**config.mk**
```make
export PLATFORM = sky130hd
export DESIGN_NAME = mcpt_timer
export DESIGN_NICKNAME = d
export VERILOG_FILES = /design/src/rtl/mcpt_pkg.sv /design/src/rtl/mcpt_input_filter.sv /design/src/rtl/mcpt_quad_decoder.sv /design/src/rtl/mcpt_timer.sv
export VERILOG_INCLUDE_DIRS = /design/src /design/src/rtl
export SDC_FILE = /design/constraint.sdc
export NUM_CORES = 1
export LEC_CHECK = 0
export BUFFER_PORTS_ARGS = -buffer_cell sky130_fd_sc_hd__buf_2
export CAP_MARGIN = 20
export CORE_ASPECT_RATIO = 0.6
export CORE_UTILIZATION = 40
export DETAILED_ROUTE_END_ITERATION = 7
export GPL_ROUTABILITY_DRIVEN = 0
export PLACE_DENSITY = 0.64
export SYNTH_ARGS = -nofsm -noshare
export SYNTH_HDL_FRONTEND = slang
export SYNTH_SLANG_ARGS = --single-unit
```
**constraint.sdc**
```tcl
create_clock -name sys_clk -period 2.9 [get_ports sys_clk]
set_input_delay 0.435 -clock sys_clk [delete_from_list [all_inputs] [get_ports sys_clk]]
set_output_delay 0.435 -clock sys_clk [all_outputs]
set_load 0.01 [all_outputs]
```
**src/rtl/mcpt_cfg.svh**
```systemverilog
`ifndef MCPT_CFG_SVH
`define MCPT_CFG_SVH

// Register indices; byte address is four times the index
`define MCPT_IDX_MODE_CTRL 8'hA1
`define MCPT_IDX_FLAG_CTRL 8'hA9
`define MCPT_IDX_CNT_LO 8'hAA
`define MCPT_IDX_CNT_HI 8'hAB
`define MCPT_IDX_DUTY_LO 8'hAC
`define MCPT_IDX_DUTY_HI 8'hAD
`define MCPT_IDX_PER_LO 8'hAE
`define MCPT_IDX_PER_HI 8'hAF
`define MCPT_ADDR_W 10

// Mode control fields
`define MCPT_PSC_HI 7
`define MCPT_PSC_LO 5
`define MCPT_OCM_BIT 4
`define MCPT_IRE_BIT 3
`define MCPT_CES_BIT 2
`define MCPT_MODE_HI 1
`define MCPT_MODE_LO 0

// Flag and enable control fields
`define MCPT_MW_FLAG_BIT 7
`define MCPT_CYC_FLAG_BIT 6
`define MCPT_OVF_FLAG_BIT 5
`define MCPT_CYC_IE_BIT 4
`define MCPT_OVF_IE_BIT 3
`define MCPT_FILT_BIT 2
`define MCPT_DIR_BIT 1
`define MCPT_CEN_BIT 0

// Values and timing
`define MCPT_RESET_BYTE 8'h00
`define MCPT_RESET_WORD 16'h0000
`define MCPT_CNT_MAX 16'hFFFF
`define MCPT_CNT_ONE 16'h0001
`define MCPT_FILT_LEN 4
`define MCPT_PSC_W 7

`endif

```
**src/rtl/mcpt_pkg.sv**
```systemverilog
package mcpt_pkg;
    typedef enum logic [1:0] {
        MCPT_CAPTURE,
        MCPT_OUTPUT,
        MCPT_COUNT,
        MCPT_ROTATE
    } mcpt_mode_e;
endpackage : mcpt_pkg

```
**src/rtl/mcpt_input_filter.sv**
```systemverilog
`include "mcpt_cfg.svh"

module mcpt_input_filter #(
    parameter int WIDTH = 4,
    parameter int FILT_LEN = `MCPT_FILT_LEN
) (
    // Clock and reset
    input wire logic sys_clk,
    input wire logic nrst,
    // Control
    input wire logic filtEn,
    // Pins and filtered levels
    input wire logic [WIDTH-1:0] rawIn,
    output logic [WIDTH-1:0] filtOut,
    output logic [WIDTH-1:0] rise,
    output logic [WIDTH-1:0] fall
);
    localparam int CW = $clog2(FILT_LEN) + 1;
    localparam logic [CW-1:0] LAST = CW'(FILT_LEN - 1);

    genvar g;
    generate
        for (g = 0; g < WIDTH; g++) begin : gChan
            logic meta_r, sync_r, filt_r, prev_r;
            logic filt_nxt;
            logic [CW-1:0] run_r, run_nxt;

            // Level must hold four cycles before it is believed
            always_comb begin
                filt_nxt = filt_r;
                run_nxt = '0;
                if (!filtEn) begin
                    filt_nxt = sync_r;
                end else if (sync_r != filt_r) begin
                    if (run_r == LAST) begin
                        filt_nxt = sync_r;
                    end else begin
                        run_nxt = run_r + CW'(1);
                    end
                end
            end

            always_ff @(posedge sys_clk or negedge nrst) begin
                if (!nrst) begin
                    meta_r <= 1'b0;
                    sync_r <= 1'b0;
                    filt_r <= 1'b0;
                    prev_r <= 1'b0;
                    run_r <= '0;
                end else begin
                    meta_r <= rawIn[g];
                    sync_r <= meta_r;
                    filt_r <= filt_nxt;
                    prev_r <= filt_r;
                    run_r <= run_nxt;
                end
            end

            assign filtOut[g] = filt_r;
            assign rise[g] = filt_r & ~prev_r;
            assign fall[g] = ~filt_r & prev_r;
        end
    endgenerate
endmodule : mcpt_input_filter

```
**src/rtl/mcpt_quad_decoder.sv**
```systemverilog
module mcpt_quad_decoder (
    // Clock and reset
    input wire logic sys_clk,
    input wire logic nrst,
    // Filtered phases
    input wire logic phA,
    input wire logic phB,
    // Decoded step
    output logic step,
    output logic backward
);
    logic prevA_r, prevB_r, step_r, back_r;
    logic step_nxt, back_nxt;

    // A leading B counts forward; double changes are dropped as glitches
    always_comb begin
        step_nxt = (phA ^ prevA_r) ^ (phB ^ prevB_r);
        back_nxt = back_r;
        if (step_nxt) begin
            back_nxt = ~(phA ^ prevB_r);
        end
    end

    always_ff @(posedge sys_clk or negedge nrst) begin
        if (!nrst) begin
            prevA_r <= 1'b0;
            prevB_r <= 1'b0;
            step_r <= 1'b0;
            back_r <= 1'b0;
        end else begin
            prevA_r <= phA;
            prevB_r <= phB;
            step_r <= step_nxt;
            back_r <= back_nxt;
        end
    end

    assign step = step_r;
    assign backward = back_r;
endmodule : mcpt_quad_decoder

```
**src/rtl/mcpt_timer.sv**
```systemverilog
`include "mcpt_cfg.svh"

// Contract
// - Prescaler code n in mode control bits 7:5 divides clock by two to n.
// - Output low while count at or below duty; polarity bit inverts.
// - Mode bits pick capture, PWM output, pulse counting or rotation.
// - Mode bit 3 gates match, width or direction-change interrupt; not counting.
// - Capture: edge select picks rising or falling reference, width high or low.
// - Counting: edge select 0 counts falling edges, 1 rising edges.
// - Rotation: edge select 1 lets zero point clear the pulse counter.
// - Output: bit 7 flag set when count equals duty.
// - Capture: bit 7 flag set when pulse width measured.
// - Capture: bit 6 flag set when full input cycle detected.
// - Counting: bit 6 flag set when pulse total reaches duty.
// - Rotation: bit 6 flag set on each decoded active edge.
// - Capture: count at 0xFFFF sets overflow flag and clears count.
// - Counting: count at 0xFFFF sets overflow flag and clears count.
// - Rotation: base timer at 0xFFFF sets overflow flag and clears it.
// - Flag register bit 4 gates bit 6 interrupt except in output mode.
// - Flag register bit 3 gates overflow interrupt in every mode.
// - Filter enable drops input pulses shorter than four clocks.
// - Read-only direction bit: 0 forward, 1 backward.
// - Count register shows pulse counter in rotation, base timer otherwise.
// - Duty holds captured width, pulse total, or pulse counter at zero point.
// - Period is PWM period, or base count stored on cycle, match, step.
// - High byte first; no shadow transfer between high and low writes.
module mcpt_timer #(
    parameter int PSC_W = `MCPT_PSC_W
) (
    // Clock and reset
    input wire logic sys_clk,
    input wire logic nrst,
    // Avalon-MM slave
    input wire logic [`MCPT_ADDR_W-1:0] avs_address,
    input wire logic avs_read,
    input wire logic avs_write,
    input wire logic [31:0] avs_writedata,
    input wire logic [3:0] avs_byteenable,
    output logic [31:0] avs_readdata,
    output logic avs_waitrequest,
    // Timer pins
    input wire logic capIn,
    input wire logic phaseA,
    input wire logic phaseB,
    input wire logic zeroPoint,
    output logic pwmOut,
    output logic timerIrq
);
    function automatic logic regHit(input logic [`MCPT_ADDR_W-1:0] a, input logic [7:0] idx);
        return (a[`MCPT_ADDR_W-1:2] == idx) && (a[1:0] == 2'b00);
    endfunction : regHit

    function automatic logic [PSC_W-1:0] pscMask(input logic [2:0] code);
        return PSC_W'((1 << code) - 1);
    endfunction : pscMask

    // Register state
    logic [7:0] cr0_r, cr0_nxt;
    logic cycIe_r, cycIe_nxt, ovfIe_r, ovfIe_nxt, filtEn_r, filtEn_nxt, cen_r, cen_nxt;
    logic mwFlag_r, mwFlag_nxt, cycFlag_r, cycFlag_nxt, ovfFlag_r, ovfFlag_nxt;
    logic dir_r;
    logic [15:0] cnt_r, cnt_nxt, pulse_r, pulse_nxt;
    logic [15:0] duty_r, duty_nxt, period_r, period_nxt;
    logic [15:0] dutySh_r, dutySh_nxt, perSh_r, perSh_nxt;
    logic pendDuty_r, pendDuty_nxt, pendPer_r, pendPer_nxt;
    logic armed_r, armed_nxt, pwm_r, pwm_nxt, irq_r, irq_nxt;
    logic [PSC_W-1:0] psc_r, psc_nxt;
    // Bus state
    logic wait_r, wait_nxt;
    logic [31:0] rdata_r, rdata_nxt;

    // Event decode
    mcpt_pkg::mcpt_mode_e mode;
    logic [3:0] fLvl, fRise, fFall;
    logic qStep, qBack, tick, ces, actEdge, othEdge, zeroClr;
    logic swWr, wrCr1, wrCnt;
    logic [7:0] wd;
    logic mwSet, cycSet, ovfEv, dutyLoad, perLoad;

    mcpt_input_filter #(.WIDTH(4), .FILT_LEN(`MCPT_FILT_LEN)) uFilter (
        .sys_clk(sys_clk),
        .nrst(nrst),
        .filtEn(filtEn_r),
        .rawIn({zeroPoint, phaseB, phaseA, capIn}),
        .filtOut(fLvl),
        .rise(fRise),
        .fall(fFall)
    );

    mcpt_quad_decoder uQuad (
        .sys_clk(sys_clk),
        .nrst(nrst),
        .phA(fLvl[1]),
        .phB(fLvl[2]),
        .step(qStep),
        .backward(qBack)
    );

    assign mode = mcpt_pkg::mcpt_mode_e'(cr0_r[`MCPT_MODE_HI:`MCPT_MODE_LO]);
    assign ces = cr0_r[`MCPT_CES_BIT];
    // Capture references one edge, counting the other sense
    assign actEdge = (mode == mcpt_pkg::MCPT_COUNT) ? (ces ? fRise[0] : fFall[0])
                                                    : (ces ? fFall[0] : fRise[0]);
    assign othEdge = ces ? fRise[0] : fFall[0];
    assign zeroClr = ces && fRise[3];
    // Prescaler is unbuffered: change it only while the timer is stopped
    assign tick = cen_r && ((psc_r & pscMask(cr0_r[`MCPT_PSC_HI:`MCPT_PSC_LO]))
                            == pscMask(cr0_r[`MCPT_PSC_HI:`MCPT_PSC_LO]));
    assign swWr = avs_write && !wait_r && avs_byteenable[0];
    assign wd = avs_writedata[7:0];
    assign wrCr1 = swWr && regHit(avs_address, `MCPT_IDX_FLAG_CTRL);
    assign wrCnt = swWr && (regHit(avs_address, `MCPT_IDX_CNT_LO)
                            || regHit(avs_address, `MCPT_IDX_CNT_HI));

    always_comb begin
        cr0_nxt = cr0_r;
        cycIe_nxt = cycIe_r;
        ovfIe_nxt = ovfIe_r;
        filtEn_nxt = filtEn_r;
        cen_nxt = cen_r;
        mwFlag_nxt = mwFlag_r;
        cycFlag_nxt = cycFlag_r;
        ovfFlag_nxt = ovfFlag_r;
        cnt_nxt = cnt_r;
        pulse_nxt = pulse_r;
        duty_nxt = duty_r;
        period_nxt = period_r;
        pendDuty_nxt = pendDuty_r;
        pendPer_nxt = pendPer_r;
        armed_nxt = armed_r;
        pwm_nxt = 1'b0;
        psc_nxt = cen_r ? psc_r + PSC_W'(1) : '0;
        mwSet = 1'b0;
        cycSet = 1'b0;
        ovfEv = 1'b0;
        dutyLoad = !cen_r;
        perLoad = !cen_r;
        // Software side first so that hardware events win the same cycle
        if (swWr && regHit(avs_address, `MCPT_IDX_MODE_CTRL)) begin
            cr0_nxt = wd;
        end
        if (wrCr1) begin
            cycIe_nxt = wd[`MCPT_CYC_IE_BIT];
            ovfIe_nxt = wd[`MCPT_OVF_IE_BIT];
            filtEn_nxt = wd[`MCPT_FILT_BIT];
            cen_nxt = wd[`MCPT_CEN_BIT];
            mwFlag_nxt = mwFlag_r & wd[`MCPT_MW_FLAG_BIT];
            cycFlag_nxt = cycFlag_r & wd[`MCPT_CYC_FLAG_BIT];
            ovfFlag_nxt = ovfFlag_r & wd[`MCPT_OVF_FLAG_BIT];
        end
        if (swWr && regHit(avs_address, `MCPT_IDX_CNT_LO)) begin
            if (mode == mcpt_pkg::MCPT_ROTATE) begin
                pulse_nxt[7:0] = wd;
            end else begin
                cnt_nxt[7:0] = wd;
            end
        end
        if (swWr && regHit(avs_address, `MCPT_IDX_CNT_HI)) begin
            if (mode == mcpt_pkg::MCPT_ROTATE) begin
                pulse_nxt[15:8] = wd;
            end else begin
                cnt_nxt[15:8] = wd;
            end
        end
        // High byte arms a pending pair, low byte completes it
        if (swWr && regHit(avs_address, `MCPT_IDX_DUTY_HI)) begin
            duty_nxt[15:8] = wd;
            pendDuty_nxt = 1'b1;
        end
        if (swWr && regHit(avs_address, `MCPT_IDX_DUTY_LO)) begin
            duty_nxt[7:0] = wd;
            pendDuty_nxt = 1'b0;
        end
        if (swWr && regHit(avs_address, `MCPT_IDX_PER_HI)) begin
            period_nxt[15:8] = wd;
            pendPer_nxt = 1'b1;
        end
        if (swWr && regHit(avs_address, `MCPT_IDX_PER_LO)) begin
            period_nxt[7:0] = wd;
            pendPer_nxt = 1'b0;
        end
        // Base timer
        if (tick) begin
            if (mode == mcpt_pkg::MCPT_OUTPUT) begin
                if (cnt_r == perSh_r) begin
                    cnt_nxt = '0;
                    ovfEv = 1'b1;
                end else begin
                    cnt_nxt = cnt_r + `MCPT_CNT_ONE;
                end
                mwSet = (cnt_r == dutySh_r);
            end else if (cnt_r == `MCPT_CNT_MAX) begin
                cnt_nxt = '0;
                ovfEv = 1'b1;
            end else begin
                cnt_nxt = cnt_r + `MCPT_CNT_ONE;
            end
        end
        if (!cen_r) begin
            armed_nxt = 1'b0;
        end
        unique case (mode)
            mcpt_pkg::MCPT_OUTPUT: begin
                pwm_nxt = cr0_r[`MCPT_OCM_BIT] ^ (cnt_r > dutySh_r);
                dutyLoad = dutyLoad || ovfEv;
                perLoad = perLoad || ovfEv;
            end
            mcpt_pkg::MCPT_CAPTURE: begin
                if (cen_r && !armed_r && actEdge) begin
                    cnt_nxt = '0;
                    armed_nxt = 1'b1;
                end else if (cen_r && armed_r) begin
                    if (othEdge) begin
                        duty_nxt = cnt_r;
                        mwSet = 1'b1;
                    end
                    if (actEdge) begin
                        period_nxt = cnt_r;
                        cnt_nxt = '0;
                        cycSet = 1'b1;
                    end
                end
            end
            mcpt_pkg::MCPT_COUNT: begin
                dutyLoad = dutyLoad || ovfEv;
                if (cen_r && !armed_r && actEdge) begin
                    cnt_nxt = '0;
                    armed_nxt = 1'b1;
                end else if (cen_r && armed_r && actEdge) begin
                    if (pulse_r + `MCPT_CNT_ONE == dutySh_r) begin
                        period_nxt = cnt_r;
                        cnt_nxt = '0;
                        pulse_nxt = '0;
                        cycSet = 1'b1;
                        dutyLoad = 1'b1;
                    end else begin
                        pulse_nxt = pulse_r + `MCPT_CNT_ONE;
                    end
                end
            end
            mcpt_pkg::MCPT_ROTATE: begin
                mwSet = cen_r && (qBack != dir_r);
                if (cen_r && qStep) begin
                    pulse_nxt = qBack ? pulse_r - `MCPT_CNT_ONE : pulse_r + `MCPT_CNT_ONE;
                    period_nxt = cnt_r;
                    cnt_nxt = '0;
                    cycSet = 1'b1;
                end
                if (cen_r && zeroClr) begin
                    duty_nxt = pulse_r;
                    pulse_nxt = '0;
                end
            end
        endcase
        // Set beats a clear written in the same cycle
        mwFlag_nxt = mwFlag_nxt | mwSet;
        cycFlag_nxt = cycFlag_nxt | cycSet;
        ovfFlag_nxt = ovfFlag_nxt | ovfEv;
        // Shadow copies stay put while a high byte waits for its low byte
        dutySh_nxt = (dutyLoad && !pendDuty_r && !pendDuty_nxt) ? duty_r : dutySh_r;
        perSh_nxt = (perLoad && !pendPer_r && !pendPer_nxt) ? period_r : perSh_r;
        irq_nxt = (mwFlag_r && cr0_r[`MCPT_IRE_BIT] && mode != mcpt_pkg::MCPT_COUNT)
                  || (cycFlag_r && cycIe_r && mode != mcpt_pkg::MCPT_OUTPUT)
                  || (ovfFlag_r && ovfIe_r);
    end

    always_ff @(posedge sys_clk or negedge nrst) begin
        if (!nrst) begin
            cr0_r <= `MCPT_RESET_BYTE;
            cycIe_r <= 1'b0;
            ovfIe_r <= 1'b0;
            filtEn_r <= 1'b0;
            cen_r <= 1'b0;
            mwFlag_r <= 1'b0;
            cycFlag_r <= 1'b0;
            ovfFlag_r <= 1'b0;
            dir_r <= 1'b0;
            cnt_r <= `MCPT_RESET_WORD;
            pulse_r <= `MCPT_RESET_WORD;
            duty_r <= `MCPT_RESET_WORD;
            period_r <= `MCPT_RESET_WORD;
            dutySh_r <= `MCPT_RESET_WORD;
            perSh_r <= `MCPT_RESET_WORD;
            pendDuty_r <= 1'b0;
            pendPer_r <= 1'b0;
            armed_r <= 1'b0;
            pwm_r <= 1'b0;
            irq_r <= 1'b0;
            psc_r <= '0;
        end else begin
            cr0_r <= cr0_nxt;
            cycIe_r <= cycIe_nxt;
            ovfIe_r <= ovfIe_nxt;
            filtEn_r <= filtEn_nxt;
            cen_r <= cen_nxt;
            mwFlag_r <= mwFlag_nxt;
            cycFlag_r <= cycFlag_nxt;
            ovfFlag_r <= ovfFlag_nxt;
            dir_r <= qBack;
            cnt_r <= cnt_nxt;
            pulse_r <= pulse_nxt;
            duty_r <= duty_nxt;
            period_r <= period_nxt;
            dutySh_r <= dutySh_nxt;
            perSh_r <= perSh_nxt;
            pendDuty_r <= pendDuty_nxt;
            pendPer_r <= pendPer_nxt;
            armed_r <= armed_nxt;
            pwm_r <= pwm_nxt;
            irq_r <= irq_nxt;
            psc_r <= psc_nxt;
        end
    end

    // Bus slave: one wait cycle, data latched while waitrequest is high
    always_comb begin
        wait_nxt = !((avs_read || avs_write) && wait_r);
        rdata_nxt = rdata_r;
        if (avs_read && wait_r) begin
            rdata_nxt = '0;
            if (regHit(avs_address, `MCPT_IDX_MODE_CTRL)) begin
                rdata_nxt[7:0] = cr0_r;
            end else if (regHit(avs_address, `MCPT_IDX_FLAG_CTRL)) begin
                rdata_nxt[7:0] = {mwFlag_r, cycFlag_r, ovfFlag_r, cycIe_r, ovfIe_r,
                                  filtEn_r, dir_r, cen_r};
            end else if (regHit(avs_address, `MCPT_IDX_CNT_LO)) begin
                rdata_nxt[7:0] = (mode == mcpt_pkg::MCPT_ROTATE) ? pulse_r[7:0] : cnt_r[7:0];
            end else if (regHit(avs_address, `MCPT_IDX_CNT_HI)) begin
                rdata_nxt[7:0] = (mode == mcpt_pkg::MCPT_ROTATE) ? pulse_r[15:8] : cnt_r[15:8];
            end else if (regHit(avs_address, `MCPT_IDX_DUTY_LO)) begin
                rdata_nxt[7:0] = duty_r[7:0];
            end else if (regHit(avs_address, `MCPT_IDX_DUTY_HI)) begin
                rdata_nxt[7:0] = duty_r[15:8];
            end else if (regHit(avs_address, `MCPT_IDX_PER_LO)) begin
                rdata_nxt[7:0] = period_r[7:0];
            end else if (regHit(avs_address, `MCPT_IDX_PER_HI)) begin
                rdata_nxt[7:0] = period_r[15:8];
            end
        end
    end

    always_ff @(posedge sys_clk or negedge nrst) begin
        if (!nrst) begin
            wait_r <= 1'b1;
            rdata_r <= '0;
        end else begin
            wait_r <= wait_nxt;
            rdata_r <= rdata_nxt;
        end
    end

    assign avs_readdata = rdata_r;
    assign avs_waitrequest = wait_r;
    assign pwmOut = pwm_r;
    assign timerIrq = irq_r;
endmodule : mcpt_timer

```
### Word-level counts from Yosys, hierarchy flattened

Index checks and enable logic that the tools add are counted.

| word-level totals | value |
|---|---|
| register bits after elaboration | 163 |
| output and inout port bits | 35 |
| bits in read-only memories | 0 |
| memories | 0 |
| latch bits | 0 |
| logic and storage cells | 283 |
| input port bits | 54 |
| RAM bits | 0 |

| cells by class | value |
|---|---|
| order comparisons | 1 |
| div/mod/pow operators | 0 |
| add/subtract/negate cells | 9 |
| bitwise gates (word level) | 19 |
| multiply operators | 0 |
| equality and inequality tests | 35 |
| multiplexer cells | 116 |
| reductions and logical operators | 57 |
| shift operators | 1 |

Operators by type and width:

| operator | number |
|---|---|
| $mux 16 | 28 |
| $mux 8 | 22 |
| $pmux 16 s3 | 2 |
| $eq 8x8->1 const B | 8 |
| $pmux 16 s2 | 2 |
| $eq 16x16->1 | 3 |
| $mux 1 | 46 |
| $logic_and 1x1->1 | 38 |
| $mux 3 | 12 |
| $add 16x1->16 const B | 2 |
| $ne 2x1->1 const B | 9 |
| $eq 16x16->1 const B | 1 |
| $gt 16x16->1 | 1 |
| $sub 16x1->16 const B | 1 |
| $add 3x1->3 const B | 4 |
| $eq 3x2->1 const B | 4 |
| $logic_not 1->1 | 8 |
| $reduce_and 2->1 | 4 |
| $add 7x1->7 const B | 1 |
| $and 7x7->7 | 1 |
| $eq 7x7->1 | 1 |
| $mux 7 | 1 |
| $shl 1x3->7 const A | 1 |
| $sub 7x2->7 const B | 1 |
| other kinds (13) | 37 |

### Longest topological paths before layout

| logic depth | value |
|---|---|
| depth in word-level cells | 13 |
| gate-level depth with buffers | 12 |
| gate-level depth less buffers | 10 |

### By module

A second synthesis with hierarchy kept.

| second synthesis, totals | value |
|---|---|
| cells, all modules | 1162 |
| area total of the unflattened synthesis | 10944.2 µm² |

By module, submodules not included:

| module | seq. area each (µm²) | cells an instance | times used | area each (µm²) |
|---|---|---|---|---|
| mcpt_timer | 3329.4 | 1074 | 1 | 9689.3 |
| mcpt_input_filter | 700.7 | 80 | 1 | 1117.3 |
| mcpt_quad_decoder | 100.1 | 8 | 1 | 137.6 |

### Worst setup path after synthesis

OpenSTA, ideal clock, no wires.

| timing | value |
|---|---|
| path kind | register to register |
| start point | reg cr0_r[7] |
| end point | reg perSh_r[10] |
| buffers on the path | 1 |
| library setup time | 125 ps |
| slack | -132 ps |
| required time | 2775 ps |
| arrival | 2907 ps |
| cell stages (with the launch flop) | 11 |
| cells stage by stage | dfrtp_1 > or3_1 > ha_1 > o21ai_0 > a221oi_1 > o31ai_1 > nor2_1 > nand3_1 > a211oi_4 > buf_6 > mux2_2 |

| between the ends | value |
|---|---|
| longest elaborated chain between the ends | 10 |

Ends and longest elaborated chain:

| item | RTL line | text |
|---|---|---|
| start: declaration | mcpt_timer.sv:58 | `logic [7:0] cr0_r, cr0_nxt;` |
| start signal: assignment | mcpt_timer.sv:269 | `` cr0_r <= `MCPT_RESET_BYTE; `` |
| start signal: assignment | mcpt_timer.sv:291 | `cr0_r <= cr0_nxt;` |
| $shl 1x3->7 * | mcpt_timer.sv:54 | `return PSC_W'((1 << code) - 1);` |
| $sub 7x2->7 * | mcpt_timer.sv:54 |  |
| $and 7x7->7 | mcpt_timer.sv:107 | `` assign tick = cen_r && ((psc_r & pscMask(cr0_r[`MCPT_PSC_HI:`MCPT_PSC_LO])) `` |
| $eq 7x7->1 * | mcpt_timer.sv:107 |  |
| $logic_and 1x1->1 * | mcpt_timer.sv:107 |  |
| $mux 1 * | mcpt_timer.sv:183 | `if (tick) begin` |
| $logic_or 1x1->1 * | mcpt_timer.sv:206 | `perLoad = perLoad \|\| ovfEv;` |
| $mux 1 * | mcpt_timer.sv:202 | `unique case (mode)` |
| $logic_and 1x1->1 * (2 in a row) | mcpt_timer.sv:261 | `perSh_nxt = (perLoad && !pendPer_r && !pendPer_nxt) ? period_r : perSh_r;` |
| end signal: assignment | mcpt_timer.sv:283 | `` perSh_r <= `MCPT_RESET_WORD; `` |
| end signal: assignment | mcpt_timer.sv:305 | `perSh_r <= perSh_nxt;` |
| end: declaration | mcpt_timer.sv:64 | `logic [15:0] dutySh_r, dutySh_nxt, perSh_r, perSh_nxt;` |

Mark *: on every way between the ends. The rest lies on a longest branch, timed or not.
A chain may end at the register's enable or synchronous reset.

### Final worst setup path

| timing | value |
|---|---|
| start point | reg cnt_r[1] |
| end point | reg dutySh_r[0] |

| between the ends | value |
|---|---|
| longest elaborated chain between the ends | 11 |

Ends and longest elaborated chain:

| item | RTL line | text |
|---|---|---|
| start: declaration | mcpt_timer.sv:62 | `logic [15:0] cnt_r, cnt_nxt, pulse_r, pulse_nxt;` |
| start signal: assignment | mcpt_timer.sv:278 | `` cnt_r <= `MCPT_RESET_WORD; `` |
| start signal: assignment | mcpt_timer.sv:300 | `cnt_r <= cnt_nxt;` |
| $eq 16x16->1, on equally long branches | n/a |  |
| $mux 1, on equally long branches | mcpt_timer.sv:192, mcpt_timer.sv:185 |  |
| $mux 1 * | mcpt_timer.sv:184 | `if (mode == mcpt_pkg::MCPT_OUTPUT) begin` |
| $mux 1 * | mcpt_timer.sv:183 |  |
| $logic_or 1x1->1 * | mcpt_timer.sv:205, mcpt_timer.sv:225 |  |
| $mux 1 | mcpt_timer.sv:230 | `` if (pulse_r + `MCPT_CNT_ONE == dutySh_r) begin `` |
| $mux 1 | mcpt_timer.sv:229 | `end else if (cen_r && armed_r && actEdge) begin` |
| $mux 1 | mcpt_timer.sv:226 | `if (cen_r && !armed_r && actEdge) begin` |
| $pmux 1 s2 * | mcpt_timer.sv:202 |  |
| $logic_and 1x1->1 * (2 in a row) | mcpt_timer.sv:260 | `dutySh_nxt = (dutyLoad && !pendDuty_r && !pendDuty_nxt) ? duty_r : dutySh_r;` |
| end signal: assignment | mcpt_timer.sv:282 | `` dutySh_r <= `MCPT_RESET_WORD; `` |
| end signal: assignment | mcpt_timer.sv:304 | `dutySh_r <= dutySh_nxt;` |
| end: declaration | mcpt_timer.sv:64 |  |

Marked as above.

==> results.json <==
{
  "status": "finished with violations",
  "violations": "DRC, setup timing",
  "p_leak_nw": 5.99,
  "synth_top_family_by_area": "compound AO/OA/AOI/OAI gates",
  "cp-start-kind": "flip-flop",
  "synthSimpleGateAreaFrac_pct": 15.7,
  "crit_slowest_cell": "or4_4",
  "netlist_area_um2": 10600,
  "clock_power_share_pct": 31.2,
  "cp_cell_sequence": "ha_2 > nand3_2 > or4_4 > or4_4 > o22a_1 > o41ai_2 > a41oi_2 > nor2_4 > buf_12 > mux2_2",
  "pwr-share-seq_pct": 35.5,
  "clockRootBuffer": "clkbuf_16",
  "cts_tree": "done",
  "synth-seq-cells": 163,
  "htree_levels": 4,
  "viasPerCell": 6.13,
  "cp.depth": 10,
  "yosys.area_share.adder_pct": 3.43,
  "grt_usage_pct": 28.5,
  "insertedDiodeCount": 0,
  "intPower_w": 0.00489,
  "coreArea_um2": 25600,
  "slowest_delay_ns": 0.53,
  "power_density_nw_per_um2": 579,
  "met2_usage_pct": 35.2,
  "whs_path_depth": 1,
  "wirelength_um": 38600,
  "worst-setup-path-type": "reg2reg",
  "ys_warn_count": 0,
  "dieArea_um2": 27100,
  "rows": 45,
  "async_flop_share_pct": 100,
  "clock_sinks": 163,
  "yosysSeqAreaShare_pct": 38.6,
  "hpwl_um": 27200,
  "utilization_pct": 51.7,
  "synth_compound_area_share_pct": 18.6,
  "grt_max_degree": 62,
  "synth.area.mux_share_pct": 12.0,
  "drive_gt1_share_pct": 28.9,
  "cts_max_path_buffers": 2,
  "rsz0062_at_grt": "yes",
  "relSlewSlack_pct": 33.1,
  "p_total_w": 0.00767,
  "grt_overflow": 0,
  "die_w_um": 212,
  "fmax_ghz": 0.329,
  "max_cap_viol_count": 0,
  "initial_core_util_pct": 41.3,
  "critical_path_required_ns": 3.24,
  "ant_nets": 0,
  "place_ws_ns": -0.362,
  "top_usage_layer": "met1",
  "critPathArrivalTime_ns": 3.37,
  "ys.flop_type": "dfrtp_1",
  "path_clk_slew_ns": 0.08,
  "cp_max_fo": 16,
  "grt_use_met1_pct": 41.4,
  "p_comb_share_pct": 33.3,
  "vias": 9858,
  "drc": 1,
  "insertion_delay_ns": 0.46,
  "synth_edf_count": 0,
  "synth_cells": 1112,
  "whs_ns": 0.0779,
  "wl_per_cell_um": 24.0,
  "min_period_ns": 3.04,
  "min_period_over_period_pct": 105,
  "crit_family": "simple AND/OR/NAND/NOR gates",
  "use_met3_pct": 15.0,
  "io_buffers": 37,
  "synth_cell_types": 80,
  "worst-path-buf-inv": 1,
  "avgSynthCellArea_um2": 9.52,
  "hold_class": "in2reg",
  "final_nets": 1327,
  "fin_skew_ns": 0.0147,
  "cts_buffers": 17,
  "crit_top_cell": "or4_4",
  "hold_viol": 0,
  "grt_pass1_wl_um": 56400,
  "num_io_pins": 89,
  "worst_slew_pin_slew_ns": 0.994,
  "grt_pass1_vias": 9059,
  "worst_slack_ns": -0.136,
  "p_sw_share_pct": 36.2,
  "slew_violations": 0,
  "power_switching_w": 0.00278,
  "initialDrtViolationCount": 1326,
  "dr.pass1.iters": 8,
  "setup_viol": 31,
  "critPathCaptureType": "flip-flop",
  "synth_xor_area_share_pct": 4.98,
  "reg2reg_depth": 10,
  "grt_antenna_before_repair": 0,
  "ir_worst_vdd_mv": 0.509,
  "area_growth_pct": 25.1,
  "die_height_um": 128
}
Yosys cell counts, drive strengths merged (5+ instances only):
master   count  area [um^2]
or3          9         56.3
o22ai       28          175
o221ai       7         61.3
buf         51          327
inv         43          161
or2          5         31.3
nor2        68          263
nand4       11         68.8
o21a         5         37.5
nand3       35          175
xnor2       26          228
xor2        29          254
and4b        5         50.1
a221oi      15          131
nor3        21          105
mux2        54          646
o31ai        9         81.3
o21ai       54          270
a21o         7         52.6
o2bb2ai     17          149
nor3b        5         37.5
nor2b       10         62.6
a31oi        7         43.8
and2        11         68.8
or4          5         45.0
nand2b      12         75.1
nor4        10         83.8
clkbuf      56          211
nand2       77          289
and3        17          106
a21oi       56          280
a32oi       28          245
dfrtp      162         4050
o211ai       8         60.1
mux2i       56          561
a221o        6         60.1
ha          29          363
power groups by stage:
stage                     clock [W]  sequential (W)  combinational (W)
after floorplan                   0         0.00260            0.00134
after global placement            0         0.00272            0.00221
after detailed placement          0         0.00272            0.00225
after CTS                   0.00243         0.00269            0.00230
after global routing        0.00251         0.00273            0.00270
final                       0.00240         0.00272            0.00255
layout by cell type, fill, tap and decap left out, types with 8 or more instances in the layout:
| cell | n |
|---|---|
| dfrtp_1 | 158 |
| buf_4 | 138 |
| nand2_1 | 76 |
| nor2_1 | 66 |
| mux2i_1 | 55 |
| a21oi_1 | 54 |
| o21ai_0 | 51 |
| inv_1 | 40 |
| buf_2 | 36 |
| nand3_1 | 31 |
| a32oi_1 | 28 |
| mux2_2 | 27 |
| o22ai_1 | 27 |
| xor2_1 | 27 |
| mux2_4 | 27 |
| ha_1 | 24 |
| conb_1 | 24 |
| xnor2_1 | 23 |
| clkbuf_16 | 20 |
| nor3_1 | 19 |
| and3_1 | 16 |
| a221oi_1 | 14 |
| o2bb2ai_2 | 13 |
| nand2b_1 | 12 |
| nand4_1 | 11 |
| nor2b_1 | 10 |
| and2_1 | 10 |
| buf_6 | 10 |
| or3_1 | 8 |
| o211ai_1 | 8 |
| buf_12 | 8 |
final timing paths:
path                       slack, ns                                end                              start
max                            -0.14            dutySh_r[0]$_DFFE_PN0P_                 cnt_r[1]$_DFF_PN0_
min                             0.08  uFilter.gChan[3].meta_r$_DFF_PN0_                          zeroPoint
max reg2reg                    -0.14            dutySh_r[0]$_DFFE_PN0P_                 cnt_r[1]$_DFF_PN0_
min reg2reg                     0.35  uFilter.gChan[1].sync_r$_DFF_PN0_  uFilter.gChan[1].meta_r$_DFF_PN0_
max in group asynchronous       1.56          avs_waitrequest$_DFF_PN1_                               nrst
min in group asynchronous       0.55               pulse_r[5]$_DFF_PN0_                               nrst
metal layers:
metal | wire (um) | up-vias
li1 | - | 4319
met1 | 17000 | 4834
met2 | 14700 | 632
met3 | 6040 | 71
met4 | 755 | 2
met5 | 94 | -
layout make-up:
cell class | instances | area [um^2]
well taps | 352 | 440
repair buffers | 197 | 1600
flip-flops and latches | 163 | 4090
inverters | 43 | 161
multi-input cells | 822 | 6340
fillers | 2251 | 12400
clock buffers | 17 | 425
clock inverters | 15 | 183
metrics by stage:
| step | cell area (um^2) | TNS (ns) | std cells |
|---|---|---|---|
| 2_1_floorplan | 10700 | -0.717 | 1135 |
| 3_3_place_gp | 12000 | -4.02 | 1562 |
| 3_5_place_dp | 12000 | -5.89 | 1562 |
| 4_1_cts | 12800 | -1.39 | 1602 |
| 5_1_grt | 13200 | -5.03 | 1609 |
| 6_report | 13200 | -1.68 | 1609 |
flip-flops by register name, indices dropped and copies added, names as in the netlist, 2 cells and up:
register and flops:
uFilter.gChan.filt_r 4, cr0_r 8, uFilter.gChan.run_r 12, uFilter.gChan.prev_r 2, duty_r 16, cnt_r 16
pulse_r 16, avs_readdata 8, uFilter.gChan.sync_r 4, uFilter.gChan.meta_r 4, dutySh_r 16, perSh_r 16
period_r 16, psc_r 7
cell families after synthesis:
family	count (synthesis)
muxes	113
and+or+nand+nor	317
other	1
xor gates and xnor gates	57
AOI/OAI and AO/OA	282
adders and majority gates	29
buffers and inverters	150
DFF	163
what timing repair did:
action	4_1_cts	5_1_grt
gates resized for setup	20	70
setup endpoints to repair	56	80
pin swaps	8	12
buffers inserted	6	6
hold buffers	1	0
hold endpoints to repair	55	0
cloned	1	3
(Power assumes the default switching activity.)
